## src/hw/mmd_pkg.sv

```systemverilog
// Constants for the memory map and register file decoder.
// Assumes one clock and reset from the core; addresses are byte addresses, widths are in bits.
package mmd_pkg;
  localparam int PM_ADDR_W = 16;
  localparam int PM_SIZE = 8192;
  localparam int PM_ROM_W = 13;
  localparam logic [15:0] PM_VEC_END = 16'h00ff;
  localparam logic [15:0] PM_RSV_LO = 16'h003c;
  localparam logic [15:0] PM_RSV_HI = 16'h003d;
  localparam logic [15:0] PM_OPT_LO = 16'h003e;
  localparam logic [15:0] PM_OPT_HI = 16'h003f;
  localparam logic [15:0] PM_RESET_ADDR = 16'h0100;

  localparam int RF_DATA_W = 8;
  localparam int RF_PHYS_W = 9;
  localparam int RF_DEPTH = 352;
  localparam logic [7:0] RF_SET1_BASE = 8'hc0;
  localparam logic [7:0] RF_BANK_BASE = 8'he0;
  localparam logic [7:0] RF_PP_ADDR = 8'hdf;
  localparam logic [7:0] PP_RESET = 8'h00;
  localparam logic [8:0] PH_SET2 = 9'h0c0;
  localparam logic [8:0] PH_SET1 = 9'h100;
  localparam logic [8:0] PH_BANK0 = 9'h120;
  localparam logic [8:0] PH_BANK1 = 9'h140;

  typedef enum logic [1:0] {
    AM_REG,
    AM_WORK,
    AM_INDIRECT,
    AM_INDEXED
  } mmd_amode_t;
endpackage : mmd_pkg

```

## src/hw/mmd_mem_if.sv

```systemverilog
// Carrier between the decoder and its register storage.
// Assumes both ends run on the same clock.
`timescale 1ns/1ns
interface mmd_mem_if;
  import mmd_pkg::*;
  logic [RF_PHYS_W-1:0] addr;
  logic [RF_DATA_W-1:0] wdata;
  logic we;
  logic [RF_DATA_W-1:0] rdata;
  modport ctrl (output addr, output wdata, output we, input rdata);
  modport mem (input addr, input wdata, input we, output rdata);
endinterface : mmd_mem_if

```

## src/hw/mmd_regmem.sv

```systemverilog
// Physical register storage, one byte per location, registered read data.
// Assumes a decoded physical address below DEPTH.
`timescale 1ns/1ns
module mmd_regmem
  import mmd_pkg::*;
#(
  parameter int DEPTH = RF_DEPTH
) (
  // Clock
  input wire logic sys_clk,
  // Storage port
  mmd_mem_if.mem port
);
  if (DEPTH > (1 << RF_PHYS_W) || DEPTH < 1) begin : g_chk
    $error("mmd_regmem: DEPTH out of range");
  end

  logic [RF_DATA_W-1:0] mem_q [DEPTH];
  logic [RF_DATA_W-1:0] rdata_q;

  // Storage is not reset; software initialises what it uses
  always_ff @(posedge sys_clk) begin
    if (port.we) begin
      mem_q[port.addr] <= port.wdata;
    end
  end

  always_ff @(posedge sys_clk) begin
    rdata_q <= mem_q[port.addr];
  end

  assign port.rdata = rdata_q;
endmodule : mmd_regmem

```

## src/hw/mmd_decode.sv

```systemverilog
// Program memory and register file address decoder with page and bank state.
// Assumes the core drives one register request per cycle at most and
// holds pm_addr/reg_addr valid in the cycle of its strobe.
`timescale 1ns/1ns
module mmd_decode
  import mmd_pkg::*;
#(
  parameter int PM_BYTES = PM_SIZE,
  parameter int RF_LOCS = RF_DEPTH
) (
  // Clock and reset
  input wire logic sys_clk,
  input wire logic rst,
  // Program memory request
  input wire logic [PM_ADDR_W-1:0] pm_addr,
  input wire logic pm_rd,
  // Program memory decode
  output logic [PM_ROM_W-1:0] pm_rom_addr_q,
  output logic pm_rom_en_q,
  output logic pm_vector_q,
  output logic pm_option_q,
  output logic pm_reserved_q,
  output logic pm_out_of_range_q,
  output logic [PM_ADDR_W-1:0] reset_fetch_addr_q,
  // Register bus request
  input wire logic [7:0] reg_addr,
  input wire logic [RF_DATA_W-1:0] reg_wdata,
  input wire logic reg_wr,
  input wire logic reg_rd,
  input wire logic [1:0] reg_mode,
  input wire logic select_bank_zero_op,
  input wire logic select_bank_one_op,
  // Register bus answer and state
  output logic [RF_DATA_W-1:0] reg_rdata_q,
  output logic reg_rvalid_q,
  output logic [7:0] register_page_pointer_q,
  output logic bank_sel_q,
  output logic set2_hit_q
);
  if (PM_BYTES != (1 << PM_ROM_W) || RF_LOCS != RF_DEPTH) begin : g_chk
    $error("mmd_decode: sizes do not match the decoder");
  end

  mmd_mem_if mif ();
  mmd_regmem #(.DEPTH(RF_LOCS)) u_mem (
    .sys_clk(sys_clk),
    .port(mif.mem)
  );

  logic upper;
  logic via_ptr;
  logic to_set2;
  logic pp_hit;
  logic [RF_PHYS_W-1:0] phys;
  logic rd_pend_q;
  logic rd_pp_q;
  logic [7:0] pp_snap_q;

  // Register address decode
  always_comb begin
    upper = reg_addr >= RF_SET1_BASE;
    via_ptr = (reg_mode == AM_INDIRECT) || (reg_mode == AM_INDEXED);
    to_set2 = upper && via_ptr;
    pp_hit = upper && !via_ptr && (reg_addr == RF_PP_ADDR);
    // Page pointer is not looked at: only page 0 exists, so every page folds there
    if (!upper) begin
      phys = {1'b0, reg_addr};
    end else if (to_set2) begin
      phys = PH_SET2 + {3'h0, reg_addr[5:0]};
    end else if (reg_addr < RF_BANK_BASE) begin
      phys = PH_SET1 + {4'h0, reg_addr[4:0]};
    end else if (bank_sel_q) begin
      phys = PH_BANK1 + {4'h0, reg_addr[4:0]};
    end else begin
      phys = PH_BANK0 + {4'h0, reg_addr[4:0]};
    end
  end

  // Page pointer lives in a flop, not storage, so its reset value is defined
  assign mif.addr = phys;
  assign mif.wdata = reg_wdata;
  assign mif.we = reg_wr && !pp_hit;

  always_ff @(posedge sys_clk or posedge rst) begin
    if (rst) begin
      register_page_pointer_q <= PP_RESET;
    end else if (reg_wr && pp_hit) begin
      register_page_pointer_q <= reg_wdata;
    end
  end

  // Bank zero wins if both ops arrive together
  always_ff @(posedge sys_clk or posedge rst) begin
    if (rst) begin
      bank_sel_q <= 1'b0;
    end else if (select_bank_zero_op) begin
      bank_sel_q <= 1'b0;
    end else if (select_bank_one_op) begin
      bank_sel_q <= 1'b1;
    end
  end

  // Read path: storage register, then output register
  always_ff @(posedge sys_clk or posedge rst) begin
    if (rst) begin
      rd_pend_q <= 1'b0;
      rd_pp_q <= 1'b0;
      pp_snap_q <= PP_RESET;
      reg_rvalid_q <= 1'b0;
      reg_rdata_q <= 8'h00;
      set2_hit_q <= 1'b0;
    end else begin
      rd_pend_q <= reg_rd;
      rd_pp_q <= reg_rd && pp_hit;
      pp_snap_q <= register_page_pointer_q;
      reg_rvalid_q <= rd_pend_q;
      if (rd_pend_q) begin
        reg_rdata_q <= rd_pp_q ? pp_snap_q : mif.rdata;
      end
      if (reg_rd || reg_wr) begin
        set2_hit_q <= to_set2;
      end
    end
  end

  // Program memory decode
  always_ff @(posedge sys_clk or posedge rst) begin
    if (rst) begin
      pm_rom_addr_q <= 13'h0000;
      pm_rom_en_q <= 1'b0;
      pm_vector_q <= 1'b0;
      pm_option_q <= 1'b0;
      pm_reserved_q <= 1'b0;
      pm_out_of_range_q <= 1'b0;
    end else begin
      pm_rom_addr_q <= pm_addr[PM_ROM_W-1:0];
      pm_rom_en_q <= pm_rd && (pm_addr[PM_ADDR_W-1:PM_ROM_W] == 3'h0);
      pm_out_of_range_q <= pm_rd && (pm_addr[PM_ADDR_W-1:PM_ROM_W] != 3'h0);
      // Vector area still reads as ordinary memory
      pm_vector_q <= pm_rd && (pm_addr <= PM_VEC_END);
      pm_option_q <= pm_rd && (pm_addr == PM_OPT_LO || pm_addr == PM_OPT_HI);
      pm_reserved_q <= pm_rd && (pm_addr == PM_RSV_LO || pm_addr == PM_RSV_HI);
    end
  end

  always_ff @(posedge sys_clk or posedge rst) begin
    if (rst) begin
      reset_fetch_addr_q <= PM_RESET_ADDR;
    end else begin
      reset_fetch_addr_q <= PM_RESET_ADDR;
    end
  end
endmodule : mmd_decode

```

## config.mk

```make
export PLATFORM = sky130hd
export DESIGN_NAME = mmd_decode
export DESIGN_NICKNAME = d
export VERILOG_FILES = /design/src/hw/mmd_pkg.sv /design/src/hw/mmd_mem_if.sv /design/src/hw/mmd_regmem.sv /design/src/hw/mmd_decode.sv
export SDC_FILE = /design/constraint.sdc
export NUM_CORES = 2
export LEC_CHECK = 0
export BUFFER_PORTS_ARGS = -buffer_cell sky130_fd_sc_hd__buf_2
export CAP_MARGIN = 20
export CORE_ASPECT_RATIO = 0.9
export CORE_MARGIN = 2
export CORE_UTILIZATION = 59
export DETAILED_ROUTE_END_ITERATION = 8
export PLACE_DENSITY = 0.76
export SLEW_MARGIN = 20
export SYNTH_ARGS = -nofsm -noshare
export SYNTH_HDL_FRONTEND = slang
export SYNTH_SLANG_ARGS = --single-unit
```

## constraint.sdc

```tcl
create_clock -name sys_clk -period 2.84 [get_ports sys_clk]
set_clock_uncertainty 0.05 [all_clocks]
set_input_delay 0.852 -clock sys_clk [delete_from_list [all_inputs] [get_ports sys_clk]]
set_output_delay 0.852 -clock sys_clk [all_outputs]
set_load 0.02 [all_outputs]
```

# After elaboration in Yosys (flattened, before gate mapping)
# Memories as Yosys holds them, arrays and structs flattened. A register that Yosys moved wholly into a read port is not among the register bits.
# Cells that the tools add are included.
totals:
  mem_bits_rw: 2816
  register_bits: 47
  inputBits: 41
  memories: 1
op_classes:
  order_cmp: 3
  n_mux: 9
  add_sub_neg: 4
  n_eq_ne: 7
  reduce_logical: 20
memory_table:
  columns: ["memory", "words", "width", "rd", "rd_clocked_by_memory_dff", "wr", "line", "rtl"]
  rows:
  - ["u_mem.mem_q", 352, 8, 1, 1, 1, "mmd_regmem.sv:18", "logic [RF_DATA_W-1:0] mem_q [DEPTH];"]
ops:
  columns: ["cell", "n"]
  rows:
  - ["$eq 16x6->1 const B", 4]
  - ["$mux 9", 4]
  - ["$add 9x5->9 const A", 3]
  - ["$le 16x8->1 const B", 1]
  - ["$logic_and 1x1->1", 11]
  - ["$add 8x6->9 const A", 1]
  - ["$eq 8x8->1 const B", 1]
  - ["$ge 8x8->1 const B", 1]
  - ["$lt 8x8->1 const B", 1]
  - ["$mux 8", 1]
  - ["$eq 2x2->1 const B", 2]
  - ["$logic_or 1x1->1", 4]
  - ["$mux 1", 4]
  - ["$logic_not 3->1", 1]
  - ["$reduce_bool 3->1", 1]
  - ["$logic_not 1->1", 2]
  - ["$reduce_bool 2->1", 1]

# Depth between registers and ports, before layout
depth:
  word_depth: 9
  mapped_depth: 12
  depth_no_buf: 7

# Cells and area by module
# From an unflattened synthesis, not the netlist that was laid out.
hier_totals:
  hier_cells: 5320
  hier_area_um2: 111284.2
by_module_without_submodules:
  columns: ["module", "area_each_um2", "n_inst", "seq_area_each_um2", "cells_each"]
  rows:
  - ["mmd_regmem", 109533.8, 1, 84721.3, 5188]
  - ["mmd_decode", 1750.4, 1, 1176.1, 132]

# Worst setup path after synthesis
# Ideal clock, no wire load.
synth_path:
  path_type: "input to register"
  from: "in reg_addr[0]"
  to: "mem u_mem.mem_q[20][0], enable pin"
  setup_ps: 370
  required_ps: 2420
  slack_ps: -535
  path_stages: 10
  t_arrival_ps: 2955
  path_cell_list: "buf_6 > buf_6 > buf_4 > buf_4 > buf_4 > buf_2 > nor3b_1 > nand2_1 > clkbuf_1 > nor2_1"
synth_via:
  elab_chain_len: 7
  elab_cells_between_ends: 18
  cone_classes: "4 x add/sub; 2 x order compare; 1 x eq/ne; 6 x mux; 5 x reduce/logical"
synth_rtl:
  columns: ["element", "line", "rtl"]
  rows:
  - ["start: declaration", "mmd_decode.sv:26", "input wire logic [7:0] reg_addr,"]
  - ["parallel branches: the longest is 7 deep, another holds $add 9x5->9", null, null]
  - ["end: declaration", "mmd_regmem.sv:18", null]
# Parallel ways; which one is timed is not known.

# Final worst setup path
layout_path:
  from: "in reg_addr[0]"
  to: "reg u_mem.rdata_q[2] (netlist: u_mem.port.rdata[2]), read port of u_mem.mem_q"
layout_via:
  elab_chain_len: 5
  elab_cells_between_ends: 11
  cone_classes: "4 x add/sub; 2 x order compare; 4 x mux; 1 x reduce/logical"
layout_rtl:
  columns: ["element", "line", "rtl"]
  rows:
  - ["$add 9x5->9, on equally long branches", "mmd_decode.sv:75, mmd_decode.sv:73", null]
  - ["$mux 9", "mmd_decode.sv:72", "end else if (bank_sel_q) begin"]
  - ["$mux 9", "mmd_decode.sv:70", "end else if (reg_addr < RF_BANK_BASE) begin"]
  - ["$mux 9", "mmd_decode.sv:68", "end else if (to_set2) begin"]
  - ["$mux 9 *", "mmd_decode.sv:66", "if (!upper) begin"]
  - ["end: declaration", "mmd_regmem.sv:19", "logic [RF_DATA_W-1:0] rdata_q;"]
# Mark *: on every way between the ends. The rest lies on a longest branch, timed or not.
# A chain may end at the register's enable or synchronous reset.

==> results.json <==
{
  "synth_seq_area_share_pct": 77.5,
  "crit_type": "primary input to flop",
  "synth_cells": 5003,
  "antenna_found_initial": 6,
  "hpwl_mm": 199,
  "cp.required_ps": 3590,
  "setup_violations": 10,
  "synthArstFlopShare_pct": 1.64,
  "p_seq_share_pct": 52.5,
  "dp.cells": 8256,
  "clock.fmax_mhz": 344,
  "yosys_warnings": 0,
  "min_period_over_period_pct": 102,
  "drv_cap": 0,
  "cts_tree": "yes",
  "core_um2": 186000,
  "clock_power_share_pct": 41.2,
  "die_h_um": 415,
  "drt_iter0_markers": 9650,
  "cpLargestDelayFamily": "multiplexers",
  "initial_utilization_pct": 59.5,
  "die-area_um2": 191000,
  "routedWlPerCell_um": 36.1,
  "fin_ws_ps": -65.6,
  "io_pins": 94,
  "slew_violations": 0,
  "drc": 0,
  "relSlewSlack_pct": 36.7,
  "grt_pass1_wl_mm": 446,
  "fin_cells": 8788,
  "synth_ff_type": "edfxtp_1",
  "intPower_mw": 69.9,
  "die_w_um": 461,
  "clk_pin_slew_worst_paths_ps": 60,
  "nNetsFinal": 6111,
  "cpPeakStageDelay_ps": 550,
  "violations": "setup timing",
  "synth_area_um2": 111000,
  "crit_fanout": 8,
  "clkLatencyLatePin_ps": 950,
  "routabilityCongestion": 0.983,
  "num_rows": 150,
  "crit_buf_inv": 5,
  "ys_ff_latch": 2871,
  "vias": 60500,
  "pwr-share-comb_pct": 6.3,
  "status": "finished, violations left",
  "total_power_mw": 89.0,
  "power_density_nw_per_um2": 654,
  "cts_sinks": 2871,
  "num-fill-cells": 9949,
  "use_met3_pct": 8.85,
  "crit_arrival_ps": 3650,
  "end_kind": "flop",
  "vdd_drop_max_v": 0.000707,
  "ant_nets": 0,
  "routed_via_density": 6.88,
  "grtUsageTotal_pct": 33.1,
  "grt-busiest-layer": "met2",
  "p_leak_nw": 43.8,
  "grt_pass1_vias": 60300,
  "min_period_ps": 2910,
  "clock_path_buffers": 4,
  "crit_path_cell_trace": "buf_16, buf_12, buf_12, mux4_2, mux4_2, o22ai_2, buf_4, a311oi_2, a2111oi_4, buf_4, o311ai_1",
  "grt_use_met2_pct": 50.4,
  "grtUsageMet1_pct": 46.4,
  "slowest_stage": "mux4_2",
  "synth_edf_count": 2816,
  "syn2layout_area_growth_pct": 22.7,
  "io_buffers": 76,
  "hp-class": "primary input to asynchronous set/reset pin",
  "cts_root_buf": "clkbuf_16",
  "hold_viol": 0,
  "avgSynthCellArea_um2": 22.1,
  "h-tree-depth": 5,
  "wl_mm": 317,
  "yosysTopAreaCellShare_pct": 76.3,
  "overflow": 0,
  "grt_max_degree": 125,
  "cp-start-kind": "primary input",
  "yosys-top-cells-area": "edfxtp_1 (76%), mux4_2 (15%), nor2_1 (1.4%)",
  "cts_buffers": 290,
  "p_switching_mw": 19.1,
  "synth_cell_types": 69,
  "yosysTopAreaCell": "edfxtp_1",
  "tightest_slew_ps": 947,
  "layout-drive-gt1-share_pct": 41.8,
  "switching_share_pct": 21.5,
  "drtPass1Iterations": 8
}
-- registers in the layout, summed over array words and instances, names as in the netlist, 8 cells and up --
signal                   cells
u_mem.port.rdata             8
reg_rdata_q                  8
u_mem.mem_q               2816
register_page_pointer_q      8
pp_snap_q                    8
pm_rom_addr_q               13
-- path summary, 6_finish.rpt --
check	cells after the start	startpoint	slack, ps	endpoint
max in group asynchronous	3	rst	1990	rd_pend_q$_DFF_PP0_
hold / removal	2	rst	50	pm_rom_addr_q[6]$_DFF_PP0_
setup / recovery	11	reg_addr[0]	-70	u_mem.port.rdata[2]$_DFF_P_
hold reg to reg	0	register_page_pointer_q[1]$_DFFE_PP0P_	360	pp_snap_q[1]$_DFF_PP0_
min in group sys_clk	3	select_bank_one_op	120	bank_sel_q$_DFFE_PP0P_
setup reg to reg	8	u_mem.mem_q[219][2]$_DFFE_PP_	-50	u_mem.port.rdata[2]$_DFF_P_
-- worst reg2reg max path: cells and delay by family, from the launching register on --
kind / cells / cell delay, ps
mux: 2 / 1080
compound gates: 4 / 820
flops: 1 / 420
buf+inv: 2 / 380
-- Yosys cell counts, types with 4 or more instances --
cell       instances
nor3_1            25
mux2i_1           78
o31ai_1            4
o311ai_1           5
a31oi_1           17
mux4_2           748
edfxtp_1        2816
a211oi_1          14
a2111oi_0          8
nor2b_1           13
o211ai_1           9
a22o_1            43
nand2b_1           5
o22ai_1           29
a21oi_1           43
nor2_1           400
and2_1             6
buf_6             29
buf_2             92
buf_1             16
or3_1              6
a221oi_1          47
nand2_1           99
nand4_1            9
clkbuf_1         115
a311oi_1           4
inv_1              4
dfxtp_1            8
o221ai_1           4
buf_12             4
mux2_2            23
dfrtp_1           47
a22oi_1           63
o21ai_0           19
nand3_1           22
a2111oi_2          4
buf_4             65
and3_1            13
-- kinds of logic (layout without fill, tap and decap cells) --
| kind of cell | after synthesis | after routing | share of synthesized area (%) |
|---|---|---|---|
| buf+inv | 329 | 1578 | 1.70 |
| simple gates | 613 | 613 | 2.30 |
| other cells | 2 | 30 | 0.00678 |
| flops | 2871 | 2871 | 77.5 |
| mux | 851 | 851 | 16.2 |
| compound gates | 337 | 337 | 2.29 |
-- placed cells by master, fill, tap and decap left out, drive strengths merged, types with 14 or more instances in the layout --
master,synthesis,routed
clkbuf,115,383
edfxtp,2816,2816
dlygate4sd3,0,14
buf,207,1058
a211oi,14,14
dfrtp,47,47
a221oi,50,50
a22o,43,43
a22oi,63,63
bufinv,0,17
a21oi,43,43
mux2,23,23
o21ai,20,20
clkinv,1,90
nor2,401,401
a31oi,17,17
o22ai,29,29
nand3,22,22
conb,2,24
mux2i,78,78
nor3,25,25
nand2,100,100
mux4,750,750
-- final cells by class --
class                           count  area, um2  share of cell area [%]
Tap cell                         2508       3140                    2.31
Inverter                            7       33.8                  0.0248
Clock buffer                      380       7870                    5.79
Sequential cell                  2871      85900                    63.2
Clock inverter                    116        983                   0.723
Multi-Input combinational cell   1825      26000                    19.1
Timing Repair Buffer             1075      12100                    8.89
Antenna cell                        6       15.0                  0.0110
-- metrics by stage --
stage               TNS [ps]  setup slack, ps  util, %  instance area [um2]  hold WS, ps
finish                  -255            -65.6     73.0               136000         45.5
global route           -56.5            -41.8     73.0               136000         94.2
CTS                        0             2.57     72.9               136000         14.5
detailed placement  -1353820            -1130     68.0               127000          340
global placement    -1323060            -1150     68.0               127000          331
floorplan            -159440             -141        -               114000          302
-- routing by layer --
layer	up-vias	share of wire [%]
met5	-	0.012
met4	4	4.7
met3	852	13
met2	4763	47
met1	31600	35
li1	23300	-
-- power groups by stage --
stage | clock network (mW) | logic [mW] | registers [mW]
after floorplan | 0 | 2.53 | 47.6
after global placement | 0 | 5.27 | 47.6
after detailed placement | 0 | 5.38 | 47.6
after CTS | 36.8 | 5.48 | 46.7
after global routing | 38.3 | 5.79 | 46.7
final | 36.6 | 5.64 | 46.7
-- what timing repair did --
action,CTS,global route
cloned,0,3
endpoints found under the setup margin,11,7
hold buffers,14,0
setup buffers,2,11
resized for setup,11,25
pin swaps,2,2
endpoints found under the hold margin,14,0
Note: power is estimated with default switching activity, not from simulation.
